`config.mk`:
```
export PLATFORM = sky130hd
export DESIGN_NAME = twrp_port
export DESIGN_NICKNAME = d
export VERILOG_FILES = /design/src/twrp_pkg.sv /design/src/twrp_sync.sv /design/src/twrp_port.sv
export SDC_FILE = /design/constraint.sdc
export NUM_CORES = 1
export LEC_CHECK = 0
export ABC_AREA = 1
export BUFFER_PORTS_ARGS = -buffer_cell sky130_fd_sc_hd__buf_2
export CAP_MARGIN = 10
export CORE_MARGIN = 3
export CORE_UTILIZATION = 45
export DETAILED_ROUTE_END_ITERATION = 8
export SLEW_MARGIN = 10
export SYNTH_ARGS = -nofsm -noshare
export SYNTH_HDL_FRONTEND = slang
export SYNTH_HIERARCHICAL = 1
export SYNTH_SLANG_ARGS = --single-unit
```
`constraint.sdc`:
```
create_clock -name i_ref_clk -period 3.75 [get_ports i_ref_clk]
set_input_delay 0.5625 -clock i_ref_clk [delete_from_list [all_inputs] [get_ports i_ref_clk]]
set_output_delay 0.5625 -clock i_ref_clk [all_outputs]
set_load 0.02 [all_outputs]
```
`src/twrp_pkg.sv`:
```
// Package: constants, field layout and frame type for the serial programming port
package twrp_pkg;
  // Frame layout: 28 data bits above a 4-bit address
  localparam int FRAME_W = 32;
  localparam int DATA_W = 28;
  localparam int ADDR_W = 4;
  localparam int NUM_REGS = 16;
  typedef struct packed {
    logic [DATA_W-1:0] data;
    logic [ADDR_W-1:0] addr;
  } twrp_frame_t;

  // Internal register indices with trigger side effects
  localparam logic [ADDR_W-1:0] REG_MAIN = 4'h0;
  localparam logic [ADDR_W-1:0] REG_FASTLOCK = 4'h4;
  localparam logic [ADDR_W-1:0] REG_SYSTEM = 4'h5;
  // Software reset bit of the system register (frame bit 4 = data bit 0)
  localparam int SRST_BIT = 0;
  // Calibration skip bit inside the main register data field
  localparam int CAL_SKIP_BIT = 17;
  // Fastlock timeout count field inside the fastlock register data field
  localparam int FASTLOCK_TIMEOUT_COUNT_LSB = 12;
  localparam int FASTLOCK_TIMEOUT_COUNT_W = 12;

  // Power-on default of every internal register
  localparam logic [DATA_W-1:0] REG_DEFAULT = 28'h0000000;

  // Soft reset must finish within this time
  localparam int SRST_MAX_NS = 1000;
  localparam int CLK_PERIOD_NS = 5;
  localparam int SRST_MAX_CYC = SRST_MAX_NS / CLK_PERIOD_NS;

  // Avalon-MM byte addresses
  localparam int BUS_AW = 8;
  localparam logic [BUS_AW-1:0] OFS_BANK_TOP = 8'h3c;
  localparam logic [BUS_AW-1:0] OFS_CTRL = 8'h40;
  localparam logic [BUS_AW-1:0] OFS_STAT = 8'h44;
  // Control register fields
  localparam int CTRL_EN_BIT = 0;
  localparam logic [31:0] CTRL_RESET = 32'h00000001;
  // Status register fields (sticky, write one to clear)
  localparam int ST_CAL_BIT = 0;
  localparam int ST_FL_BIT = 1;
  localparam int ST_SRST_BIT = 2;
  localparam int ST_FRAME_BIT = 3;
  localparam int ST_W = 4;
  localparam logic [ST_W-1:0] ST_RESET = 4'h0;
  // Idle pin levels {strobe, data, clock}: strobe high, clock low
  localparam logic [2:0] PIN_IDLE = 3'h4;
endpackage

```
`src/twrp_sync.sv`:
```
// Two-flop synchroniser for pin inputs
`timescale 1ns/100ps
module twrp_sync #(
  parameter int W = 1,
  parameter logic [W-1:0] RST_VAL = '0 // Idle level of each pin
) (
  input wire logic i_ref_clk,
  input wire logic i_rst_n,
  input wire logic [W-1:0] i_async,
  output logic [W-1:0] o_sync
);
  logic [W-1:0] meta; // First stage, read only by second stage

  // Both stages reset to the idle levels, so no false edge follows reset
  always_ff @(posedge i_ref_clk) begin
    if (!i_rst_n) begin
      meta <= RST_VAL;
      o_sync <= RST_VAL;
    end else begin
      meta <= i_async;
      o_sync <= meta;
    end
  end
endmodule // twrp_sync

```
`src/twrp_port.sv`:
```
// Three-wire programming port with register bank, triggers and Avalon-MM slave
//
// Register access over Avalon-MM and the placing of the registers were decided locally.
`timescale 1ns/100ps
module twrp_port
  import twrp_pkg::*;
(
  input wire logic i_ref_clk,
  input wire logic i_rst_n,
  input wire logic i_sclk, // Serial clock pin
  input wire logic i_sdata, // Serial data pin
  input wire logic i_load_strobe, // Load strobe pin
  input wire logic [BUS_AW-1:0] i_avs_address,
  input wire logic i_avs_read,
  input wire logic i_avs_write,
  input wire logic [31:0] i_avs_writedata,
  output logic [31:0] o_avs_readdata,
  output logic o_avs_waitrequest,
  output logic o_cal_start, // One-cycle calibration start
  output logic o_fastlock_start, // One-cycle fastlock engage
  output logic o_soft_reset // One-cycle soft reset done
);
  logic [2:0] pins_s; // Synchronised pins
  logic sclk_d; // Delayed clock for edge find
  logic strobe_d; // Delayed strobe for edge find
  logic [FRAME_W-1:0] shreg; // Temporary shift register
  logic [DATA_W-1:0] bank [NUM_REGS]; // Internal registers
  logic [31:0] ctrl; // Control register
  logic [ST_W-1:0] stat; // Sticky status
  logic ack; // Bus answer phase

  // Pins pass two flops before any use
  twrp_sync #(.W(3), .RST_VAL(PIN_IDLE)) u_sync (
    .i_ref_clk(i_ref_clk),
    .i_rst_n(i_rst_n),
    .i_async({i_load_strobe, i_sdata, i_sclk}),
    .o_sync(pins_s)
  );

  // Decode of pins and frame
  wire sclk_s = pins_s[0];
  wire data_s = pins_s[1];
  wire strobe_s = pins_s[2];
  wire sclk_rise = sclk_s & ~sclk_d;
  wire strobe_rise = strobe_s & ~strobe_d;
  wire shift_en = sclk_rise & ~strobe_s;
  wire twrp_frame_t frame = twrp_frame_t'(shreg);
  wire commit = strobe_rise & ctrl[CTRL_EN_BIT];
  wire srst_hit = commit && frame.addr == REG_SYSTEM && frame.data[SRST_BIT];
  wire main_hit = commit && frame.addr == REG_MAIN;
  // Fastlock uses register 4 as it stood before this commit
  wire [FASTLOCK_TIMEOUT_COUNT_W-1:0] fastlock_timeout_count = bank[REG_FASTLOCK][FASTLOCK_TIMEOUT_COUNT_LSB +: FASTLOCK_TIMEOUT_COUNT_W];
  wire next_cal = main_hit & ~frame.data[CAL_SKIP_BIT];
  wire next_fl = main_hit & (fastlock_timeout_count != '0);

  // Edge history registers
  always_ff @(posedge i_ref_clk) begin
    if (!i_rst_n) begin
      // Idle pin levels, so no false strobe edge follows reset
      sclk_d <= PIN_IDLE[0];
      strobe_d <= PIN_IDLE[2];
    end else begin
      sclk_d <= sclk_s;
      strobe_d <= strobe_s;
    end
  end

  // Shift register; older bits fall off the top, keeping the last 32
  // A short frame commits whatever the register still holds
  always_ff @(posedge i_ref_clk) begin
    if (!i_rst_n) begin
      shreg <= '0;
    end else if (shift_en) begin
      shreg <= {shreg[FRAME_W-2:0], data_s};
    end
  end

  // Register bank; soft reset is one cycle, well under the limit
  // Soft reset stores nothing, so its own bit reads back zero
  always_ff @(posedge i_ref_clk) begin
    if (!i_rst_n || srst_hit) begin
      for (int i = 0; i < NUM_REGS; i++) begin
        bank[i] <= REG_DEFAULT;
      end
    end else if (commit) begin
      bank[frame.addr] <= frame.data;
    end
  end

  // Trigger pulses, registered
  // Each pulse lasts one cycle; the analog side counts edges
  always_ff @(posedge i_ref_clk) begin
    if (!i_rst_n) begin
      o_cal_start <= 1'b0;
      o_fastlock_start <= 1'b0;
      o_soft_reset <= 1'b0;
    end else begin
      o_cal_start <= next_cal;
      o_fastlock_start <= next_fl;
      o_soft_reset <= srst_hit;
    end
  end

  // Bus decode; one wait cycle for every access
  // Bank is read only; writes reach only control and status
  wire bus_req = i_avs_read | i_avs_write;
  wire in_bank = i_avs_address <= OFS_BANK_TOP;
  wire hit_ctrl = i_avs_address == OFS_CTRL;
  wire hit_stat = i_avs_address == OFS_STAT;
  wire bus_wr = i_avs_write & ack;
  wire [ADDR_W-1:0] bank_idx = i_avs_address[ADDR_W+1:2];
  wire [ST_W-1:0] stat_clr = (bus_wr && hit_stat) ? i_avs_writedata[ST_W-1:0] : '0;
  wire [ST_W-1:0] stat_set = {commit, srst_hit, next_fl, next_cal};
  wire [31:0] next_rdata = in_bank ? {4'h0, bank[bank_idx]} :
                           hit_ctrl ? ctrl :
                           hit_stat ? {28'h0000000, stat} : 32'h00000000;
  assign o_avs_waitrequest = bus_req & ~ack;

  // Answer phase and read data capture
  // Read data captured every cycle; it stands when waitrequest drops
  always_ff @(posedge i_ref_clk) begin
    if (!i_rst_n) begin
      ack <= 1'b0;
      o_avs_readdata <= '0;
    end else begin
      ack <= bus_req & ~ack;
      o_avs_readdata <= next_rdata;
    end
  end

  // Control and sticky status; a set beats a clear in the same cycle
  always_ff @(posedge i_ref_clk) begin
    if (!i_rst_n) begin
      ctrl <= CTRL_RESET;
      stat <= ST_RESET;
    end else begin
      if (bus_wr && hit_ctrl) begin
        ctrl <= i_avs_writedata;
      end
      stat <= (stat & ~stat_clr) | stat_set;
    end
  end

  // Helper copies of the frame as it stood one cycle earlier, taken every cycle, for checking
  logic [ADDR_W-1:0] last_addr;
  logic [DATA_W-1:0] last_data;
  always_ff @(posedge i_ref_clk) begin
    last_addr <= frame.addr;
    last_data <= frame.data;
  end
endmodule // twrp_port

```
==> results.yml <==
run_status:
  status: "completed"
floorplan:
  initial_core_util_pct: 45.7
  die_area_um2: 59000
  dieWidth_um: 243
  ioPinCount: 83
  fp.dieH_um: 243
  fp-row-count: 86
  core_area_um2: 55300
synthesis:
  ys_ff_latch: 560
  ys_warn_count: 6
  synth.distinct_cells: 30
  ys.flop_type: "edfxtp_1"
  synth_edf_count: 448
  synth.avg_cell_area_um2: 8.94
  async_flop_share_pct: 0
  seq_area_frac_synth_pct: 62.1
  synth_cells: 2825
  syn_area_um2: 25300
  syn-num-nets: 2872
run:
  maxCapViolations: 0
sta:
  max_freq_mhz: 369
  setup-tns-final_ps: 0
  finalSetupViolations: 0
  rsz0062_at_grt: "no"
  min_period_ps: 2710
  fin_skew_ps: 13.5
  setup_ws_ps: 1040
  max_slew_margin_pct: 19.3
  period_share_pct: 72.2
  whs_ps: 131
  hold_violations: 0
  tightestPinTransition_ps: 1210
  maxSlewViolCount: 0
finish:
  drive_gt1_share_pct: 8.76
  nNetsFinal: 2846
  area_growth_pct: 11.0
  fin_area_um2: 28100
  diodes: 0
routing:
  drc: 0
  dr.pass1.iters: 5
  wl_per_cell_um: 20.1
  ant_nets: 0
  via_per_inst: 5.40
  wl_mm: 72.1
  dr_total_vias: 19400
  drt_iter0_drc: 1789
placement:
  port_buffers: 82
  place_area_um2: 26300
  dp_slack_ps: 749
  gp_congestion: 0.839
  place_hpwl_mm: 42.0
power:
  vdd_drop_max_uv: 331
  power_leakage_nw: 10.9
  p_per_area_nw_per_um2: 472
global_routing:
  grt_usage_pct: 24.4
  grt_pass1_wl_mm: 112
  grt_max_degree: 113
  first_global_vias: 19100
  antenna_found_initial: 0
  grt_overflow_total: 0
clock_tree:
  ctsHoldBuffers: 0
  cts_made_buffers: 57
  clockBufferDepth: 3
  cts_tree: "yes"
  cts.clk_slew.worst_paths_ps: 60
  cts_sinks: 560
  cts_setup_buffers: 0
  post_cts_resized: 0
  htreeDepth: 2
  worstSkewPairLatency_ps: 620
  root_buffer: "clkbuf_16"
min_path:
  hold_class: "in2reg"
worst_setup_path:
  crit_chain: "inv_2, nand2_1, nor2_1, nand3_2, nand2_2, inv_2, nand2_1, buf_4"
  cpPeakStageDelay_ps: 510
  cp_max_fo: 19
  crit_slowest_cell: "nand2_1"
  crit_buf_inv: 3
  cp.required_ps: 4080
  critPathLaunchType: "flip-flop"
  cp.arrival_ps: 3040
  cp_top_family: "simple AND/OR/NAND/NOR gates"
  crit_type: "reg2reg"
  worst_setup_path_end_kind: "flip-flop"
## cells in the final DEF (no fill, tap or decap), drive strengths merged
master    count
a21o          1
a21oi        64
buf         134
bufinv        2
clkbuf       85
clkinv       42
clkinvlp      2
conb          1
dfxtp       112
edfxtp      448
inv         212
nand2       750
nand3       180
nand3b        1
nand4         4
nor2        390
nor3        311
nor4          1
o211ai        1
o21ai       103
## cells in the mapped netlist (all sizes together) (4+ instances only)
master	instances	share of area, %
nand2	750	11
nand3	180	3.6
edfxtp	448	53
nor3	311	6.2
dfxtp	112	8.9
nor2	390	5.9
clkbuf	116	1.7
buf	103	2.1
inv	210	3.1
nand4	4	0.15
o21ai	103	2.0
clkinv	29	0.43
a21oi	64	1.3
## worst paths after layout
kind | from | endpoint | slack [ps] | cells after the start
hold / removal | i_load_strobe | u_sync/meta[2] | 130 | 3
setup / recovery | frame[1] | bank[5][17] | 1040 | 8
hold reg to reg | u_sync/meta[2] | u_sync/o_sync[2] | 410 | 2
setup reg to reg | frame[1] | bank[5][17] | 1040 | 8
## power breakdown
| part | leakage (nW) | switching (mW) | internal (mW) |
|---|---|---|---|
| Combinational | 4.55 | 0.665 | 0.228 |
| Sequential | 5.54 | 0.0534 | 6.87 |
| Clock | 0.842 | 2.36 | 3.07 |
## cells by family after synthesis
| kind of cell | synth area share (%) |
|---|---|
| AOI/OAI and AO/OA | 3.37 |
| DFF | 62.1 |
| other | 0.0148 |
| buffers and inverters | 7.38 |
| and+or+nand+nor | 27.1 |
## flip-flops by register name (all words and copies together), names as in the netlist
signal            flops
ack                   1
bank                448
ctrl                 32
frame                32
o_avs_readdata       32
o_cal_start           1
o_fastlock_start      1
o_soft_reset          1
sclk_d                1
stat                  4
strobe_d              1
u_sync/meta           3
u_sync/o_sync         3
## worst register-to-register path: stages, from the launching register on
cell,delay [ps]
dfxtp_1,480
inv_2,80
nand2_1,140
nor2_1,100
nand3_2,140
nand2_2,100
inv_2,490
nand2_1,520
buf_4,390
## per-layer routing
layer / GRT usage (%) / vias up / wire length, um
met3: 3.27 / 115 / 4580
met2: 41.0 / 630 / 34900
met4: 8.86 / 0 / 2280
met1: 32.6 / 9445 / 30400
li1: - / 9189 / -
met5: 0 / - / 0
## final cells by class
type,count,area [um^2]
flip-flops and latches,560,15700
clock inverters,19,140
inverters,239,902
multi-input cells,1807,7860
repair buffers,134,922
well taps,748,936
clock buffers,85,1600
fillers,5200,27300
## stage by stage
step	utilization, %	total power [mW]	cells
after floorplan	-	7.61	2825
after global placement	47.5	7.93	3487
after detailed placement	47.5	7.95	3487
after CTS	50.7	13.3	3591
after global routing	50.7	13.7	3592
final	50.7	13.3	3592
No activity file was read; power rests on OpenSTA's default activity.
